**config.mk**
```make
export PLATFORM = sky130hd
export DESIGN_NAME = serial_port
export DESIGN_NICKNAME = d
export VERILOG_FILES = /design/src/common/serial_pkg.sv /design/src/logic/serial_port.sv
export SDC_FILE = /design/constraint.sdc
export NUM_CORES = 1
export LEC_CHECK = 0
export ABC_AREA = 1
export BUFFER_PORTS_ARGS = -buffer_cell sky130_fd_sc_hd__buf_4
export CORE_ASPECT_RATIO = 0.6
export CORE_MARGIN = 4
export CORE_UTILIZATION = 56
export DETAILED_ROUTE_END_ITERATION = 12
export GPL_TIMING_DRIVEN = 0
export PLACE_DENSITY = 0.74
export SYNTH_ARGS = -nofsm -noshare
export SYNTH_HDL_FRONTEND = slang
export SYNTH_SLANG_ARGS = --single-unit
```
**constraint.sdc**
```tcl
create_clock -name clk -period 4.9 [get_ports clk]
set_input_delay 0.245 -clock clk [delete_from_list [all_inputs] [get_ports clk]]
set_output_delay 0.245 -clock clk [all_outputs]
set_load 0.05 [all_outputs]
```
**src/common/serial_pkg.sv**
```systemverilog
// Behaviour
// - Eight or nine data bits per character.
// - Even, odd, mark, space or no parity.
// - One or two stop bits end frame.
// - Sixteen-bit divisor from high/low bytes.
// - Four-deep receive store before software.
// - One queued transmit character at most.
// - Flag parity, framing, noise, overrun errors.
// - Address mode: only msb-set characters interrupt.
// - Interrupt requests for four tx/rx conditions.
// - Independent transmit and receive enables outside single-wire.
// - Disabled direction leaves its pin floating.
// - Transmit pin pull-high off while transmitting.
// - Single-wire select shares one pin.
// - Single-wire, receive enabled: pin is input.
// - Single-wire, only transmit: pin drives output.
// - Both enabled single-wire: receive wins.
// - Single-wire transmit may also drive tx pin.
// - Written character shifted out lsb first.
// - Received bits assembled lsb first, then buffered.
// - One data register for both directions.
// - Receive pin activity wakes when enabled.
// - Errors clear on status read then data access.
// - Data-ready flag at trigger level.
package serial_pkg;

    // ==========================================================
    // Register indices
    localparam logic [3:0] ADDR_STATUS   = 4'h0;
    localparam logic [3:0] ADDR_CTRL1    = 4'h1;
    localparam logic [3:0] ADDR_CTRL2    = 4'h2;
    localparam logic [3:0] ADDR_CTRL3    = 4'h3;
    localparam logic [3:0] ADDR_DATA     = 4'h4;
    localparam logic [3:0] ADDR_BAUD_HI  = 4'h5;
    localparam logic [3:0] ADDR_BAUD_LO  = 4'h6;
    localparam logic [3:0] ADDR_FIFO_CTL = 4'h7;
    localparam logic [3:0] ADDR_RX_COUNT = 4'h8;

    // ==========================================================
    // Reset values
    localparam logic [7:0] STATUS_RESET  = 8'h0b;
    localparam logic [7:0] ZERO_BYTE     = 8'h00;

    // ==========================================================
    // Control one fields
    localparam int C1_UNIT_EN   = 7;
    localparam int C1_LEN9      = 6;
    localparam int C1_PAR_EN    = 5;
    localparam int C1_PAR_HI    = 4;
    localparam int C1_PAR_LO    = 3;
    localparam int C1_BREAK     = 2;
    localparam int C1_RX_BIT8   = 1;
    localparam int C1_TX_BIT8   = 0;
    // Control two fields
    localparam int C2_TX_EN     = 7;
    localparam int C2_RX_EN     = 6;
    localparam int C2_STOP2     = 5;
    localparam int C2_ADDR_EN   = 4;
    localparam int C2_WAKE_EN   = 3;
    localparam int C2_RX_IE     = 2;
    localparam int C2_IDLE_IE   = 1;
    localparam int C2_EMPTY_IE  = 0;
    // Control three and fifo control fields
    localparam int C3_SINGLE    = 0;
    localparam int FC_TRIG_HI   = 1;
    localparam int FC_TRIG_LO   = 0;
    // Control three extra bit: mirror single-wire data on tx pin
    localparam int C3_MIRROR_TX = 1;

    // Parity type codes
    localparam logic [1:0] PAR_EVEN  = 2'h0;
    localparam logic [1:0] PAR_ODD   = 2'h1;
    localparam logic [1:0] PAR_MARK  = 2'h2;
    localparam logic [1:0] PAR_SPACE = 2'h3;

    // ==========================================================
    // Sizes
    localparam int         FIFO_DEPTH = 4;
    localparam logic [2:0] FIFO_FULL  = 3'h4;
    localparam logic [3:0] HALF_BIT   = 4'h7;
    localparam logic [3:0] LAST_TICK  = 4'hf;
    localparam logic [3:0] BITS_8     = 4'h8;
    localparam logic [3:0] BITS_9     = 4'h9;

    // Serial engine states
    typedef enum logic [4:0] {
        ST_IDLE   = 5'b00001,
        ST_START  = 5'b00010,
        ST_DATA   = 5'b00100,
        ST_PARITY = 5'b01000,
        ST_STOP   = 5'b10000
    } line_state_t;

endpackage

```
**src/logic/serial_port.sv**
```systemverilog
`timescale 1ns/1ps
module serial_port
    import serial_pkg::*;
(
    // Clock and reset
    input  wire logic       clk,
    input  wire logic       rst_n,
    // Register port
    input  wire logic [3:0] addr,
    input  wire logic [7:0] wdata,
    input  wire logic       wr,
    input  wire logic       rd,
    output logic      [7:0] rdata,
    // Dedicated transmit pin
    output logic            tx_out_pin_o,
    output logic            tx_out_pin_oe_n,
    output logic            tx_pullup_en,
    // Shared pin
    input  wire logic       shared_serial_pin_i,
    output logic            shared_serial_pin_o,
    output logic            shared_serial_pin_oe_n,
    // Requests
    output logic            irq,
    output logic            wakeup
);
    import serial_pkg::*;

    // ==========================================================
    // Reset and pin synchronisers
    logic       rst_meta;                  // First reset stage
    logic       rst_sync_n;                // Released reset
    logic       rx_meta;                   // First pin stage
    logic       rx_line;                   // Synchronised pin

    always_ff @(posedge clk or negedge rst_n) begin
        if (!rst_n) begin
            rst_meta   <= 1'b0;
            rst_sync_n <= 1'b0;
        end else begin
            rst_meta   <= 1'b1;
            rst_sync_n <= rst_meta;
        end
    end

    // Idle line is high, so synchroniser resets high
    always_ff @(posedge clk or negedge rst_sync_n) begin
        if (!rst_sync_n) begin
            rx_meta <= 1'b1;
            rx_line <= 1'b1;
        end else begin
            rx_meta <= shared_serial_pin_i;
            rx_line <= rx_meta;
        end
    end

    // ==========================================================
    // Registers
    logic [7:0] ctrl1, ctrl2, ctrl3, fifo_ctl, baud_hi, baud_lo;
    logic [7:0] tx_hold;                   // Queued character
    logic       tx_hold_b8;                // Queued ninth bit
    logic       tx_empty, tx_idle;         // Transmit flags
    logic       par_err, noise, frm_err, ovr_err;
    logic       status_seen;               // Status read armed
    logic [8:0] fifo_mem [FIFO_DEPTH];     // Receive store
    logic [1:0] rd_ptr, wr_ptr;
    logic [2:0] fill;                      // Characters held
    logic       rx_busy;

    // Decodes
    wire unit_en  = ctrl1[C1_UNIT_EN];
    wire single   = ctrl3[C3_SINGLE];
    wire rx_en    = unit_en & ctrl2[C2_RX_EN];
    wire tx_en    = unit_en & ctrl2[C2_TX_EN] & ~(single & rx_en);
    wire len9     = ctrl1[C1_LEN9];
    wire par_en   = ctrl1[C1_PAR_EN];
    wire [1:0] par_type = {ctrl1[C1_PAR_HI], ctrl1[C1_PAR_LO]};
    wire stop2    = ctrl2[C2_STOP2];
    // sixteen-bit divisor, one tick per sixteenth of a bit
    wire [15:0] divisor = {baud_hi, baud_lo};
    wire hit_data   = (addr == ADDR_DATA);
    wire hit_status = (addr == ADDR_STATUS);
    wire data_wr    = wr & hit_data;
    wire data_rd    = rd & hit_data;
    // status read then data access clears errors
    wire err_clear  = status_seen & (data_wr | data_rd);

    // Parity for a nine-bit word under the configured type
    function automatic logic par_bit(input logic [8:0] d,
                                     input logic       l9,
                                     input logic [1:0] t);
        logic x;
        x = ^d[7:0] ^ (l9 & d[8]);
        unique case (t)
            PAR_EVEN:  par_bit = x;
            PAR_ODD:   par_bit = ~x;
            PAR_MARK:  par_bit = 1'b1;
            PAR_SPACE: par_bit = 1'b0;
        endcase
    endfunction

    // ==========================================================
    // Baud tick generator, shared by both directions
    logic [15:0] baud_cnt;
    logic        tick;
    wire         baud_wrap = (baud_cnt >= divisor);

    always_ff @(posedge clk or negedge rst_sync_n) begin
        if (!rst_sync_n) begin
            baud_cnt <= 16'h0000;
            tick     <= 1'b0;
        end else begin
            baud_cnt <= baud_wrap ? 16'h0000 : baud_cnt + 16'h0001;
            tick     <= baud_wrap & unit_en;
        end
    end

    // ==========================================================
    // Receive trigger level
    wire [1:0] trig_sel = {fifo_ctl[FC_TRIG_HI], fifo_ctl[FC_TRIG_LO]};
    wire [2:0] trig_lvl = (trig_sel == 2'h0) ? 3'h1 :
                          (trig_sel == 2'h1) ? 3'h2 : FIFO_FULL;
    wire rx_ready = (fill != 3'h0) & (fill >= trig_lvl);
    wire [7:0] status = {par_err, noise, frm_err, ovr_err,
                         ~rx_busy, rx_ready, tx_idle, tx_empty};

    // ==========================================================
    // Transmitter
    line_state_t tx_st;
    logic [3:0]  tx_sub, tx_bit;
    logic [8:0]  tx_shift;
    logic        tx_line;

    always_ff @(posedge clk or negedge rst_sync_n) begin
        if (!rst_sync_n) begin
            tx_st    <= ST_IDLE;
            tx_sub   <= 4'h0;
            tx_bit   <= 4'h0;
            tx_shift <= 9'h000;
            tx_line  <= 1'b1;
        end else if (!tx_en) begin
            tx_st   <= ST_IDLE;
            tx_line <= 1'b1;
        end else if (tx_st == ST_IDLE) begin
            tx_line <= ~ctrl1[C1_BREAK];
            if (!tx_empty) begin
                tx_st    <= ST_START;
                tx_shift <= {tx_hold_b8, tx_hold};
                tx_sub   <= 4'h0;
                tx_line  <= 1'b0;
            end
        end else if (tick) begin
            tx_sub <= tx_sub + 4'h1;
            if (tx_sub == LAST_TICK) begin
                unique case (tx_st)
                    ST_START: begin
                        tx_st   <= ST_DATA;
                        tx_bit  <= 4'h0;
                        tx_line <= tx_shift[0];
                    end
                    ST_DATA: begin
                        // lsb first, eight or nine bits
                        if (tx_bit + 4'h1 == (len9 ? BITS_9 : BITS_8)) begin
                            tx_st   <= par_en ? ST_PARITY : ST_STOP;
                            tx_line <= par_en ?
                                par_bit(tx_shift, len9,
                                        par_type) : 1'b1;
                            tx_bit  <= 4'h0;
                        end else begin
                            tx_bit  <= tx_bit + 4'h1;
                            tx_line <= tx_shift[tx_bit + 4'h1];
                        end
                    end
                    ST_PARITY: begin
                        tx_st   <= ST_STOP;
                        tx_line <= 1'b1;
                        tx_bit  <= 4'h0;
                    end
                    ST_STOP: begin
                        if (stop2 && tx_bit == 4'h0) begin
                            tx_bit <= 4'h1;
                        end else begin
                            tx_st <= ST_IDLE;
                        end
                    end
                    default: tx_st <= ST_IDLE;
                endcase
            end
        end
    end

    // ==========================================================
    // Receiver
    line_state_t rx_st;
    logic [3:0]  rx_sub, rx_bit;
    logic [8:0]  rx_shift;
    logic [2:0]  samp;                     // Three mid-bit samples
    logic        rx_noisy, rx_par_bad;
    wire         vote = (samp[0] & samp[1]) | (samp[1] & samp[2]) |
                        (samp[0] & samp[2]);
    wire         split = (samp != 3'h0) & (samp != 3'h7);
    wire         bit_end = tick & (rx_sub == LAST_TICK);
    wire         rx_done = bit_end & (rx_st == ST_STOP);
    // address mode keeps only msb-set characters
    wire [8:0]   rx_word = rx_shift;
    wire         rx_msb  = len9 ? rx_word[8] : rx_word[7];
    wire         rx_keep = ~ctrl2[C2_ADDR_EN] | rx_msb;
    wire         push = rx_done & rx_keep & (fill != FIFO_FULL);
    wire         pop  = data_rd & (fill != 3'h0);

    always_ff @(posedge clk or negedge rst_sync_n) begin
        if (!rst_sync_n) begin
            rx_st      <= ST_IDLE;
            rx_sub     <= 4'h0;
            rx_bit     <= 4'h0;
            rx_shift   <= 9'h000;
            samp       <= 3'h7;
            rx_noisy   <= 1'b0;
            rx_par_bad <= 1'b0;
            rx_busy    <= 1'b0;
        end else if (!rx_en) begin
            rx_st   <= ST_IDLE;
            rx_busy <= 1'b0;
        end else if (rx_st == ST_IDLE) begin
            rx_noisy   <= 1'b0;
            rx_par_bad <= 1'b0;
            // falling line marks a start bit
            if (!rx_line) begin
                rx_st   <= ST_START;
                rx_sub  <= 4'h0;
                rx_busy <= 1'b1;
            end
        end else if (tick) begin
            rx_sub <= rx_sub + 4'h1;
            // Sample around the bit centre
            if (rx_sub >= HALF_BIT && rx_sub <= HALF_BIT + 4'h2) begin
                samp <= {samp[1:0], rx_line};
            end
            if (rx_sub == LAST_TICK) begin
                rx_noisy <= rx_noisy | split;
                unique case (rx_st)
                    ST_START: begin
                        rx_st  <= vote ? ST_IDLE : ST_DATA;
                        rx_busy <= ~vote;
                        rx_bit <= 4'h0;
                    end
                    ST_DATA: begin
                        rx_shift[rx_bit] <= vote;
                        if (rx_bit + 4'h1 == (len9 ? BITS_9 : BITS_8)) begin
                            rx_st <= par_en ? ST_PARITY : ST_STOP;
                            if (!len9) begin
                                rx_shift[8] <= 1'b0;
                            end
                        end else begin
                            rx_bit <= rx_bit + 4'h1;
                        end
                    end
                    ST_PARITY: begin
                        rx_st      <= ST_STOP;
                        rx_par_bad <= vote != par_bit(rx_shift, len9,
                                                      par_type);
                    end
                    ST_STOP: begin
                        rx_st   <= ST_IDLE;
                        rx_busy <= 1'b0;
                    end
                    default: rx_st <= ST_IDLE;
                endcase
            end
        end
    end

    // ==========================================================
    // four-deep receive store
    always_ff @(posedge clk or negedge rst_sync_n) begin
        if (!rst_sync_n) begin
            rd_ptr <= 2'h0;
            wr_ptr <= 2'h0;
            fill   <= 3'h0;
        end else begin
            if (push) begin
                fifo_mem[wr_ptr] <= rx_word;
                wr_ptr <= wr_ptr + 2'h1;
            end
            if (pop) begin
                rd_ptr <= rd_ptr + 2'h1;
            end
            fill <= fill + {2'h0, push} - {2'h0, pop};
        end
    end

    // ==========================================================
    // Flags and control registers; error flag set wins over clear
    always_ff @(posedge clk or negedge rst_sync_n) begin
        if (!rst_sync_n) begin
            ctrl1 <= ZERO_BYTE;  ctrl2    <= ZERO_BYTE;
            ctrl3 <= ZERO_BYTE;  fifo_ctl <= ZERO_BYTE;
            baud_hi <= ZERO_BYTE; baud_lo <= ZERO_BYTE;
            tx_hold <= ZERO_BYTE; tx_hold_b8 <= 1'b0;
            tx_empty <= STATUS_RESET[0];
            tx_idle  <= STATUS_RESET[1];
            par_err <= 1'b0; noise <= 1'b0;
            frm_err <= 1'b0; ovr_err <= 1'b0;
            status_seen <= 1'b0;
        end else begin
            if (wr && addr == ADDR_CTRL1)    ctrl1    <= wdata;
            if (wr && addr == ADDR_CTRL2)    ctrl2    <= wdata;
            if (wr && addr == ADDR_CTRL3)    ctrl3    <= wdata;
            if (wr && addr == ADDR_FIFO_CTL) fifo_ctl <= wdata;
            if (wr && addr == ADDR_BAUD_HI)  baud_hi  <= wdata;
            if (wr && addr == ADDR_BAUD_LO)  baud_lo  <= wdata;
            if (rd && hit_status) status_seen <= 1'b1;
            else if (data_wr | data_rd) status_seen <= 1'b0;
            if (data_wr) begin
                tx_hold    <= wdata;
                tx_hold_b8 <= ctrl1[C1_TX_BIT8];
                tx_empty   <= 1'b0;
                tx_idle    <= 1'b0;
            end else if (tx_en && tx_st == ST_IDLE && !tx_empty) begin
                tx_empty <= 1'b1;
            end else if (tx_en && tx_st == ST_IDLE && tx_empty) begin
                tx_idle <= 1'b1;
            end
            if (rx_done && fill == FIFO_FULL && rx_keep) begin
                ovr_err <= 1'b1;
            end else if (err_clear) begin
                ovr_err <= 1'b0;
            end
            if (push) begin
                par_err <= par_err | rx_par_bad;
                noise   <= noise | rx_noisy | split;
                frm_err <= frm_err | ~vote;
            end else if (err_clear) begin
                par_err <= 1'b0;
                noise   <= 1'b0;
                frm_err <= 1'b0;
            end
        end
    end

    // ==========================================================
    // Read data, pins and requests, all registered
    wire [8:0] head = fifo_mem[rd_ptr];
    wire [7:0] ctrl1_rd = {ctrl1[7:2], head[8], 1'b0};
    wire [7:0] next_rdata =
        (addr == ADDR_STATUS)   ? status :
        (addr == ADDR_CTRL1)    ? ctrl1_rd :
        (addr == ADDR_CTRL2)    ? ctrl2 :
        (addr == ADDR_CTRL3)    ? ctrl3 :
        (addr == ADDR_DATA)     ? head[7:0] :
        (addr == ADDR_BAUD_HI)  ? baud_hi :
        (addr == ADDR_BAUD_LO)  ? baud_lo :
        (addr == ADDR_FIFO_CTL) ? fifo_ctl :
        (addr == ADDR_RX_COUNT) ? {5'h00, fill} : ZERO_BYTE;
    // four interrupt conditions, gated by enables
    wire next_irq = (ctrl2[C2_RX_IE] & (rx_ready | ovr_err)) |
                    (ctrl2[C2_IDLE_IE] & tx_idle) |
                    (ctrl2[C2_EMPTY_IE] & tx_empty);
    wire drive_shared = single & tx_en;
    wire drive_tx     = tx_en & (~single | ctrl3[C3_MIRROR_TX]);

    always_ff @(posedge clk or negedge rst_sync_n) begin
        if (!rst_sync_n) begin
            rdata                  <= ZERO_BYTE;
            irq                    <= 1'b0;
            wakeup                 <= 1'b0;
            tx_out_pin_o           <= 1'b1;
            tx_out_pin_oe_n        <= 1'b1;
            tx_pullup_en           <= 1'b1;
            shared_serial_pin_o    <= 1'b1;
            shared_serial_pin_oe_n <= 1'b1;
        end else begin
            rdata  <= rd ? next_rdata : ZERO_BYTE;
            irq    <= next_irq;
            // low receive line wakes when enabled, for as long as it stays low
            wakeup <= unit_en & ctrl2[C2_WAKE_EN] & ~rx_line;
            tx_out_pin_o           <= tx_line;
            tx_out_pin_oe_n        <= ~drive_tx;
            tx_pullup_en           <= ~drive_tx;
            // shared pin is input unless transmit owns it
            shared_serial_pin_o    <= tx_line;
            shared_serial_pin_oe_n <= ~drive_shared;
        end
    end

endmodule

```
Word level (Yosys, flattened, before mapping)
Memory sizes are Yosys's and may differ from the RTL's.
Cells that the tools add are included.
Word-level totals
  register bits after elaboration: 156
  word-level logic and storage cells: 305
  input port bits: 17
  output and inout port bits: 15
  memories kept: 1
  RAM bits: 36
Memories
  fifo_mem: words 4, width 9, read ports 1, clocked after Yosys merged registers in 0, wr ports 1, RTL line serial_port.sv:64  | logic [8:0] fifo_mem [FIFO_DEPTH];
Cells by class
  eq/ne operators: 46
  muxes and demuxes: 92
  magnitude comparators: 7
  bitwise gates (word level): 56
  add/sub/neg operators: 9
  reductions and logical operators: 51
Operators by type and width (number)
  $mux W8: 9
  $mux W5: 14
  $mux W1: 44
  $mux W4: 9
  $and A1 B1 Y1: 27
  $pmux W5 S4: 1
  $reduce_bool A2 Y1: 10
  $add A16 B1 Y16 const B: 1
  $add A4 B1 Y4 const B: 4
  $eq A4 B3 Y1 const B: 4
  $ge A16 B16 Y1: 1
  $logic_and A1 B1 Y1: 16
  $mux W16: 1
  $reduce_and A4 Y1: 4
  $reduce_xor A8 Y1: 2
  $pmux W5 S3: 1
  $reduce_and A3 Y1: 5
  $not A1 Y1: 14
  $or A1 B1 Y1: 13
  $eq A4 B4 Y1 const B: 3
  $mux W3: 4
  $ne A3 B1 Y1 const B: 4
  $ne A3 B3 Y1 const B: 4
  $ne A4 B4 Y1 const B: 3
  40 further kinds: 63

Depth between registers and ports, before layout
Gate-level depths: netlist of run 1.
  depth in word-level cells: 14
  mapped depth: 15
  mapped depth without buffers: 15

Least setup slack after synthesis of run 1
OpenSTA, ideal clock, no wires.
  path type: reg-to-reg
  from: register rst_sync_n
  to: memory fifo_mem[0][0] (enable)
  arrival: 4688 ps
  cell stages (with the launch flop): 3
  buffers on the path: 0
  setup time: 375 ps
  setup slack: -163 ps
  required time: 4525 ps
  period minus slack after synthesis: 5063 ps
  path through: dfrtp_1 -> nand2_1 -> nor2_1
On the way
  word-level cells in the longest chain between the ends: 2
Ends and longest elaborated chain
  start: declaration: RTL line serial_port.sv:31  | logic rst_sync_n;
  start signal: assignment: RTL line serial_port.sv:41  | rst_sync_n <= rst_meta;
  $logic_and A1 B1 Y1 (implied by the code): RTL line serial_port.sv:281  | fifo_mem[wr_ptr] <= rx_word;
  $mux W1 (implied by the code): RTL line serial_port.sv:281
  end: declaration: RTL line serial_port.sv:64
Every way passes these cells.

Worst setup path after layout of run 1
  from: register ctrl1[6]
  to: register fill[2]
On the way
  word-level cells in the longest chain between the ends: 6
Ends and longest elaborated chain
  start: declaration: RTL line serial_port.sv:58  | logic [7:0] ctrl1, ctrl2, ctrl3, fifo_ctl, baud_hi, baud_lo;
  start signal: assignment: RTL line serial_port.sv:305  | if (wr && addr == ADDR_CTRL1) ctrl1 <= wdata;
  $mux W1: RTL line serial_port.sv:205  | wire rx_msb = len9 ? rx_word[8] : rx_word[7];
  $or A1 B1 Y1: RTL line serial_port.sv:206  | wire rx_keep = ~ctrl2[C2_ADDR_EN] | rx_msb;
  $and A1 B1 Y1 (2 in series): RTL line serial_port.sv:207  | wire push = rx_done & rx_keep & (fill != FIFO_FULL);
  $add A3 B1 Y3: RTL line serial_port.sv:287  | fill <= fill + {2'h0, push} - {2'h0, pop};
  $sub A3 B1 Y3: RTL line serial_port.sv:287
  end signal: assignment: RTL line serial_port.sv:287
  end: declaration: RTL line serial_port.sv:66  | logic [2:0] fill;
Every way passes these cells.
A chain may end at the register's enable or synchronous reset.

==> key figures, run 1 <==
Layout
  • Area growth, synth to finish: 12.0%
  • Most frequent cells in the layout: nand2_1 (267), inv_1 (144), dfrtp_1 (141)
  • Nets: 1,205
  • Fillers: 1,391
  • Most common cell after layout, fill and taps aside: nand2_1
  • ANT cells: 0
  • Share of post-route cells with drive strength above 1: 0.0988

Global routing
  • Gr usage total: 0.254
  • Initial antenna violation count: 0
  • First-pass GRT wire length: 37.4 mm
  • Number of global-route vias before repair: 7,000
  • Grt total ovfl: 0
  • Pin count of the biggest net entering global routing: 63

Power and ir drop
  • Part of the power in the clock network: 0.287
  • P_leak: 0.00505 µW
  • P per Cell Area: 434 nW/µm²
  • Int Pwr: 2960 µW
  • Switching fraction of total power: 0.360
  • IR drop worst, VDD: 0.350 mV
  • Pwr Total: 4630 µW
  • Combinational power share: 0.255
  • Psw: 1670 µW
  • Sequential Power Share: 0.459

Clocking
  • Post-cts sizing count: 0
  • CTS Buf Count: 17
  • Root Buffer: clkbuf_16
  • CTS tree: done
  • Clock buffer depth: 2
  • CTS clk-pin slew, worst paths: 0.08 ns
  • # Post-CTS Setup Buffers: 0
  • CTS H-tree lvls: 4
  • Clk_lat worst skew: 0.45 ns
  • Hold_buf cts: 2
  • Num Clock Sinks: 191

Synth
  • Xor and xnor fraction of the mapped netlist area: 0.0258
  • Post-synth top area share: 0.373
  • Mux contribution to synthesized area: 0.00237
  • Post-synth ARST share: 0.812
  • Simple-Gate Fraction of Synth Area: 0.207
  • Largest family of logic cells by synthesized area: simple AND/OR/NAND/NOR gates
  • Area contributors post-synth: dfrtp_1 (37%), edfxtp_1 (11%), nand2_1 (11%)
  • Syn_area_per_cell: 8.67 µm²
  • Post-synthesis sequential area ratio: 0.523
  • Post-synth EDFFs: 36
  • Cells after Synth: 1,098
  • Synth Area in Compound Gates: 0.121
  • Yosys warning total: 0
  • Post-Synth Adder-Cell Area: 0.0494
  • Syn nets: 1,152
  • Synth Cell Area: 9520 µm²
  • Synth unique cells: 48
  • FF+latch count, synth: 191
  • Largest area contributor in the netlist: dfrtp_1
  • Ys flop type: dfrtp_1

Worst setup path
  • Slowest cell on crit path: ha_1
  • Critical Path RT: 5.23 ns
  • Critical-path cell list: clkbuf_1, nand2_1, nand3_1, nand4_1, ha_1, inv_1, ha_1, fa_1, xor2_1
  • Crit Reg-Reg Startpoint: ctrl1[6]
  • Element type at the critical path end: register
  • Buffers & Inverters on Critical Path: 2
  • Top delay family on crit path: adder cells
  • Reg2Reg Setup Slack: 2.16 ns
  • Crit path kind: reg2reg
  • Delay of the slowest critical-path stage: 0.43 ns
  • Crit-path max FO: 8
  • Most frequent CP cell: ha_1
  • Crit path arrival time: 3.07 ns
  • CP Launch Type: register
  • R2r endpoint: fill[2]
  • Reg2reg path depth: 9

STA
  • Slew Viols, Final: 0
  • Layout Skew: 0.0163 ns
  • Fmax: 365 MHz
  • Fin. Hold Viols: 0
  • Period utilisation layout: 0.560
  • Tmin final: 2.74 ns
  • Setup_tns: 0 ns
  • Slew @ Worst Pin: 0.863 ns
  • RSZ-0062 raised after global routing: no
  • # setup viols final: 0
  • Max transition margin: 0.422

Route
  • # DRC: 0
  • Routed Wire Length: 23.0 mm
  • Detailed Route Iter0 Violations: 593
  • Vias per inst: 5.46
  • Vias: 7,596
  • WL/cell: 16.5 µm
  • Initial DRT Pass Iterations: 5
  • Detail Route Antenna Nets: 0

Die
  • Starting density of the core: 0.579
  • Ports: 32
  • Core ar.: 16,400 µm²
  • Die Y: 109 µm
  • DIE AREA: 19,200 µm²
  • Die X: 176 µm
  • Std cell rows: 36

Hold path
  • Hold Crit Class: in2reg
  • Hold endpoint: rdata[2]
  • Hold_sp: rd
  • Hold Path Depth: 3

Outcome
  • Run status: finished, final reports clean

Place
  • Port buffer count: 30
  • Placer Congestion: 0.896
  • Final HPWL DP: 16.8 mm

Job
  • Max capacitance violation total: 0
[how the worst max path moves through the flow]
| stage | end | startpoint | cells after the start |
|---|---|---|---|
| floorplan | fifo_mem[0][0] | rst_sync_n | 2 |
| global placement | fifo_mem[2][7] | rst_sync_n | 2 |
| detailed placement | fifo_mem[0][8] | ctrl1[6] | 7 |
| CTS | fifo_mem[2][3] | ctrl1[6] | 7 |
| global route | fifo_mem[3][4] | ctrl1[6] | 7 |
| finish | fill[2] | ctrl1[6] | 9 |
[synthesized netlist by cell type (2+ instances only)]
| cell | count |
|---|---|
| clkinv_1 | 4 |
| o211ai_1 | 5 |
| o21ai_1 | 3 |
| dfstp_2 | 13 |
| xnor2_1 | 10 |
| a21oi_1 | 48 |
| edfxtp_1 | 36 |
| nand3_1 | 65 |
| inv_2 | 5 |
| o21ai_0 | 124 |
| nor3_1 | 11 |
| nor2_4 | 4 |
| a31oi_1 | 3 |
| buf_2 | 3 |
| mux2_2 | 2 |
| o2111ai_1 | 8 |
| nor2_2 | 10 |
| dfrtp_1 | 142 |
| o221ai_1 | 2 |
| o31ai_1 | 3 |
| nand4_1 | 12 |
| clkbuf_1 | 13 |
| nor3b_1 | 5 |
| ha_1 | 36 |
| inv_1 | 144 |
| o22ai_1 | 5 |
| nor2_1 | 77 |
| xor2_1 | 18 |
| buf_4 | 2 |
| nand2_1 | 267 |
[power groups by stage]
stage | logic, µW | registers (µW) | clock network [µW]
6_report | 1180 | 2120 | 1330
2_1_floorplan | 812 | 2140 | 0
5_1_grt | 1340 | 2160 | 1420
4_1_cts | 1170 | 2110 | 1350
3_3_place_gp | 1080 | 2150 | 0
3_5_place_dp | 1150 | 2140 | 0
[routing by layer]
metal  share of wire  track usage  up-vias
li1                -            -     3709
met1            0.48        0.395     3560
met2            0.40        0.341      298
met3           0.096       0.0752       29
met4           0.017       0.0784        0
met5               0            0        -
[layout make-up]
class	count	area, µm²	area share
plain buffers	19	90.1	0.00845
well taps	228	285	0.0268
inverters	154	581	0.0545
flip-flops and latches	191	4980	0.467
repair buffers	34	300	0.0282
clock buffers	18	429	0.0403
clock inverters	14	126	0.0119
multi-input cells	734	3870	0.363
[kinds of logic after synthesis]
kind of cell	count (synthesis)
fa+ha+maj	37
buf+inv	173
compound gates	208
mux	2
other cells	1
xor+xnor	28
flops	191
simple gates	458
[metrics by stage]
stage	std cells	utilization	worst slack (ns)	instance area (µm²)	hold slack, ns
after floorplan	1098	-	1.56	9520	-0.0506
after global placement	1356	0.610	0.292	10000	0.0271
after detailed placement	1358	0.613	2.21	10100	0.0283
after CTS	1392	0.648	2.17	10700	0.0829
after global routing	1392	0.648	1.94	10700	0.0919
final	1392	0.648	2.16	10700	0.0964
[sequential cells by signal, summed over array words and instances, names as in the netlist, 3 cells and up]
register	count
baud_cnt	16
baud_hi	8
baud_lo	8
ctrl1	7
ctrl2	8
ctrl3	8
fifo_ctl	8
fifo_mem	36
fill	3
rdata	8
rx_bit	4
rx_shift	9
rx_st	5
rx_sub	4
samp	3
tx_bit	4
tx_hold	8
tx_shift	9
tx_st	5
tx_sub	4
[worst register-to-register path: stages, from the launching register on]
cell	delay, ns
dfrtp_1	0.32
clkbuf_1	0.40
nand2_1	0.16
nand3_1	0.18
nand4_1	0.35
ha_1	0.43
inv_1	0.04
ha_1	0.18
fa_1	0.38
xor2_1	0.18
Note: power is estimated with default switching activity, not from simulation.
==> run 2, diff against run 1 <==
- ABC_AREA: 1 -> 0
- clock period: 4.9 -> 2.35 ns (I/O delays scaled with it)
==> key figures, run 2 <==
Worst setup path
  • Crit path arrival time: 3.06 ns
  • Buffers & Inverters on Critical Path: 3
  • Crit-path max FO: 6
  • CP Launch Type: register
  • Most frequent CP cell: ha_4
  • Critical-path cell list: nor3_2, nand3b_1, a311oi_2, and2_1, clkbuf_8, inv_8, ha_4, inv_2, ha_4, fa_2, xnor2_2, xnor2_1
  • Top delay family on crit path: adder cells
  • Element type at the critical path end: register
  • Crit path kind: reg2reg
  • Slowest cell on crit path: dfrtp_1
  • Delay of the slowest critical-path stage: 0.46 ns
  • Critical Path RT: 2.67 ns

Die
  • Core ar.: 16,500 µm²
  • Die Y: 109 µm
  • Std cell rows: 36
  • DIE AREA: 19,300 µm²
  • Starting density of the core: 0.581
  • Ports: 32
  • Die X: 177 µm

Clocking
  • CTS tree: done
  • Clk_lat worst skew: 0.44 ns
  • CTS clk-pin slew, worst paths: 0.08 ns
  • Num Clock Sinks: 191
  • CTS Buf Count: 17
  • CTS H-tree lvls: 4
  • Root Buffer: clkbuf_16
  • Clock buffer depth: 2

Global routing
  • First-pass GRT wire length: 36.7 mm
  • Grt total ovfl: 0
  • Pin count of the biggest net entering global routing: 66
  • Number of global-route vias before repair: 6,728
  • Gr usage total: 0.246
  • Initial antenna violation count: 0

STA
  • Max transition margin: 0.399
  • # setup viols final: 2
  • Period utilisation layout: 1.17
  • Fmax: 364 MHz
  • Layout Skew: 0.0149 ns
  • Setup_tns: -0.609 ns
  • Tmin final: 2.75 ns
  • Slew Viols, Final: 0
  • Slew @ Worst Pin: 0.898 ns
  • Final hold slack: 0.0142 ns
  • Final worst slack: -0.396 ns
  • RSZ-0062 raised after global routing: yes
  • Fin. Hold Viols: 0

Synth
  • Synth Cell Area: 9590 µm²
  • Area contributors post-synth: dfrtp_1 (37%), edfxtp_1 (11%), mux2_2 (7.4%)
  • Syn_area_per_cell: 11.1 µm²
  • Cells after Synth: 860
  • Cell with the most instances after synthesis: dfrtp_1
  • Ys flop type: dfrtp_1
  • Synth unique cells: 64
  • Post-synth ARST share: 0.812
  • Top cells by count, synth: dfrtp_1 (142), nand2_1 (81), mux2_2 (63)
  • Post-synthesis sequential area ratio: 0.519
  • Post-synth top area share: 0.371
  • Post-synth EDFFs: 36
  • Largest area contributor in the netlist: dfrtp_1
  • Syn nets: 914
  • Yosys warning total: 0
  • FF+latch count, synth: 191

Route
  • Detailed Route Iter0 Violations: 646
  • WL/cell: 19.7 µm
  • # DRC: 0
  • Routed Wire Length: 23.4 mm
  • Initial DRT Pass Iterations: 5
  • Detail Route Antenna Nets: 0
  • Vias per inst: 5.89
  • Vias: 7,003

Layout
  • ANT cells: 0
  • Biggest register: fifo_mem
  • Final Non-Filler Cells: 1,188
  • Most common cell after layout, fill and taps aside: dfrtp_1
  • Nets: 1,001
  • Area growth, synth to finish: 17.9%
  • Final instance area: 11,300 µm²
  • Largest regs: fifo_mem x36, baud_cnt x16
  • Share of post-route cells with drive strength above 1: 0.244
  • Max reg flops: 36
  • Most frequent cells in the layout: dfrtp_1 (135), nand2_1 (81), nor2_1 (61), mux2_2 (61), buf_4 (58)

Job
  • Max capacitance violation total: 0

Place
  • Placer Congestion: 0.940
  • Placed insts: 1,117
  • Placed Area: 10,200 µm²
  • Port buffer count: 27
  • Final HPWL DP: 15.9 mm

Power and ir drop
  • Pwr Total: 9970 µW
  • IR drop worst, VDD: 0.716 mV
  • P_leak: 0.00473 µW
  • P per Cell Area: 882 nW/µm²

Outcome
  • Failing checks: setup timing
  • Run status: finished with violations

Hold path
  • Hold Crit Class: in2reg
[run 2: changes by cell type after synthesis, moves of 15 or more]
cell,delta
nand3_1,-39
nand2_1,-186
nor2_1,-15
mux2_2,+61
o21ai_0,-69
clkbuf_1,+17
xnor2_1,+17
a21oi_1,-22
inv_1,-97
[run 2: logic make-up (layout without fill, tap and decap cells)]
logic type               Yosys count  after routing  share of synthesized area
adder cells (fa/ha/maj)           38             38                     0.0501
XOR/XNOR                          46             46                     0.0435
other                              1              1                   0.000391
buffers and inverters             85            181                     0.0346
AND/OR/NAND/NOR                  261            265                      0.132
AO/OA/AOI/OAI                    149            149                      0.101
multiplexers                      89             89                      0.119
flip-flops                       191            191                      0.519
[run 2: cell type report]
| type | instances | area (µm²) |
|---|---|---|
| plain buffers | 35 | 165 |
| clock buffers | 17 | 425 |
| clock inverters | 15 | 176 |
| fillers | 1255 | 5180 |
| inverters | 47 | 184 |
| multi-input cells | 588 | 4510 |
| flip-flops and latches | 191 | 4990 |
| well taps | 228 | 285 |
| repair buffers | 67 | 566 |
[run 2: report_power, final]
group          leakage (µW)  switching, µW  total, µW  internal [µW]
sequential          0.00218            537       4450           3910
clock              0.000289           1440       2970           1520
combinational       0.00227           1340       2560           1220
total               0.00473           3320       9970           6650
[run 2: per-stage QoR]
step	worst slack, ns	util
after floorplan	-0.171	-
after global placement	-0.712	0.615
after CTS	-0.333	0.674
after detailed placement	-0.738	0.618
after global routing	-0.462	0.686
final	-0.396	0.686
[run 2: worst paths after layout]
check / from / end / slack (ns) / cells past startpoint
worst min register to register: rst_sync_n / rx_st[3] / 0.30 / 0
worst max register to register: rx_st[2] / fill[2] / -0.40 / 12
worst max-delay path: rx_st[2] / fill[2] / -0.40 / 12
worst min-delay path: wdata[0] / baud_hi[0] / 0.01 / 3
max in group asynchronous: rst_sync_n / tx_idle / 0.98 / 2
min in group asynchronous: rst_sync_n / rx_st[3] / 0.30 / 0
[run 2: metal layers]
layer / vias to the layer above / GRT usage / routed length (µm)
met1: 3514 / 0.389 / 11400
met2: 241 / 0.356 / 10100
met5: - / 0 / 0
met4: 0 / 0.0486 / 182
met3: 15 / 0.0495 / 1700
li1: 3233 / - / -
[run 2: worst min-delay path: cells and delay by family]
family / cells / cell delay, ns
buffers and inverters: 1 / 0.16
AO/OA/AOI/OAI: 1 / 0.08
AND/OR/NAND/NOR: 1 / 0.06
[run 2: repair_timing]
action	4_1_cts	5_1_grt
setup endpoints to repair	71	74
hold endpoints to repair	20	0
gates cloned	0	4
gates resized for setup	31	18
buffers inserted	16	14
pin swaps	11	10
hold buffers	9	0
==> run 3, diff against run 2 <==
- CELL_PAD_IN_SITES_DETAIL_PLACEMENT: default -> 0
- CELL_PAD_IN_SITES_GLOBAL_PLACEMENT: default -> 1
- CORE_UTILIZATION: 56 -> 46
- PLACE_DENSITY: 0.74 -> 0.75
==> key figures, run 3 (synthesis gave the netlist of run 2 again) <==
Worst setup path
  • CP Launch Type: register
  • Crit path arrival time: 3.13 ns
  • Crit path kind: reg2reg
  • Crit-path max FO: 2
  • Critical Path RT: 2.68 ns
  • Element type at the critical path end: register

Place
  • Port buffer count: 27
  • Worst slack at placement: -0.850 ns
  • Final HPWL DP: 16.8 mm
  • Placer Congestion: 0.875
  • Placed Area: 10,200 µm²

Die
  • Die X: 194 µm
  • DIE AREA: 23,300 µm²
  • Std cell rows: 40
  • Core ar.: 20,200 µm²
  • Ports: 32
  • Starting density of the core: 0.474
  • Die Y: 120 µm

STA
  • Fmax: 357 MHz
  • RSZ-0062 raised after global routing: yes
  • Period utilisation layout: 1.19
  • Slew @ Worst Pin: 0.952 ns
  • Layout Skew: 0.00768 ns
  • Setup_tns: -1.04 ns
  • Final worst slack: -0.448 ns
  • Max transition margin: 0.363
  • Slew Viols, Final: 0
  • Tmin final: 2.80 ns
  • Fin. Hold Viols: 0
  • # setup viols final: 26

Layout
  • Share of post-route cells with drive strength above 1: 0.229
  • Area growth, synth to finish: 17.5%
  • Final instance area: 11,300 µm²
  • Final Util: 0.557
  • Biggest register: fifo_mem
  • Largest regs: fifo_mem x36, baud_cnt x16
  • Nets: 988
  • Most common cell after layout, fill and taps aside: dfrtp_1
  • Most frequent cells in the layout: dfrtp_1 (136), nand2_1 (81), mux2_2 (63)
  • Max reg flops: 36

Route
  • Routed Wire Length: 24.1 mm
  • Initial DRT Pass Iterations: 5
  • WL/cell: 19.8 µm
  • Detailed Route Iter0 Violations: 499
  • Vias: 6,871
  • # DRC: 0
  • Detail Route Antenna Nets: 0
  • Vias per inst: 5.63

Power and ir drop
  • P_leak: 0.00466 µW
  • P per Cell Area: 873 nW/µm²
  • IR drop worst, VDD: 0.552 mV

Global routing
  • Gr usage total: 0.210
  • Grt total ovfl: 0
  • Initial antenna violation count: 0
  • Pin count of the biggest net entering global routing: 67
  • Number of global-route vias before repair: 6,581
  • First-pass GRT wire length: 38.0 mm

Job
  • Max capacitance violation total: 0

Clocking
  • CTS Buf Count: 17
  • CTS tree: done
  • CTS H-tree lvls: 4
  • Clock buffer depth: 2
  • CTS clk-pin slew, worst paths: 0.07 ns
  • Num Clock Sinks: 191
  • Root Buffer: clkbuf_16
  • Clk_lat worst skew: 0.44 ns

Outcome
  • Failing checks: setup timing
  • Run status: finished with violations

Hold path
  • Hold Crit Class: in2reg
run 3: path summary, 6_finish.rpt:
| path | endpoint | from | depth (start not counted) | slack (ns) |
|---|---|---|---|---|
| min | baud_lo[4] | wdata[4] | 3 | 0.02 |
| min reg2reg | rx_sub[0] | rst_sync_n | 0 | 0.26 |
| min in group asynchronous | rx_sub[0] | rst_sync_n | 0 | 0.26 |
| max | fill[2] | rx_st[3] | 11 | -0.45 |
| max in group asynchronous | tx_idle | rst_sync_n | 2 | 1.02 |
| max reg2reg | fill[2] | rx_st[3] | 11 | -0.45 |
run 3: critical path, stage by stage (launching register included):
cell and delay (ns):
dfrtp_2 0.43, nor3_2 0.22, nand3b_1 0.20, a311oi_4 0.45, and2_4 0.27, inv_8 0.05
ha_4 0.25, inv_2 0.04, ha_4 0.15, fa_2 0.36, xnor2_2 0.14, xnor2_1 0.13
run 3: layout make-up:
type,instances,area [µm²]
clock inverters,13,130
clock buffers,19,454
well taps,273,342
repair buffers,55,478
inverters,47,184
flip-flops and latches,191,4990
plain buffers,34,151
multi-input cells,588,4530
diodes,1,2.50
fillers,1817,8960
run 3: per-layer routing:
metal,track usage,part of all wire,wire (µm)
met1,0.349,0.52,12600
met4,0.0421,0.0075,180
met3,0.0412,0.066,1600
met5,0,0,0
met2,0.280,0.40,9690
run 3: metrics by stage:
stage / hold slack [ns] / power, µW / instances
after floorplan: -0.178 / 6160 / 860
after global placement: -0.0991 / 6790 / 1160
after detailed placement: -0.0982 / 6860 / 1162
after CTS: 0.00231 / 9850 / 1213
after global routing: 0.0105 / 10400 / 1220
final: 0.0236 / 9830 / 1221
run 3: repair_timing:
action | in CTS | in global routing
cloned | 0 | 4
hold buffers | 10 | 0
gates resized for setup | 26 | 26
endpoints found under the hold margin | 26 | 0
pin swaps | 10 | 15
buffers inserted | 11 | 5
setup endpoints to repair | 75 | 86
run 3: where the power goes:
part           total, µW  switching (µW)  internal, µW
combinational       2490            1320          1180
sequential          4430             522          3910
clock               2900            1350          1550
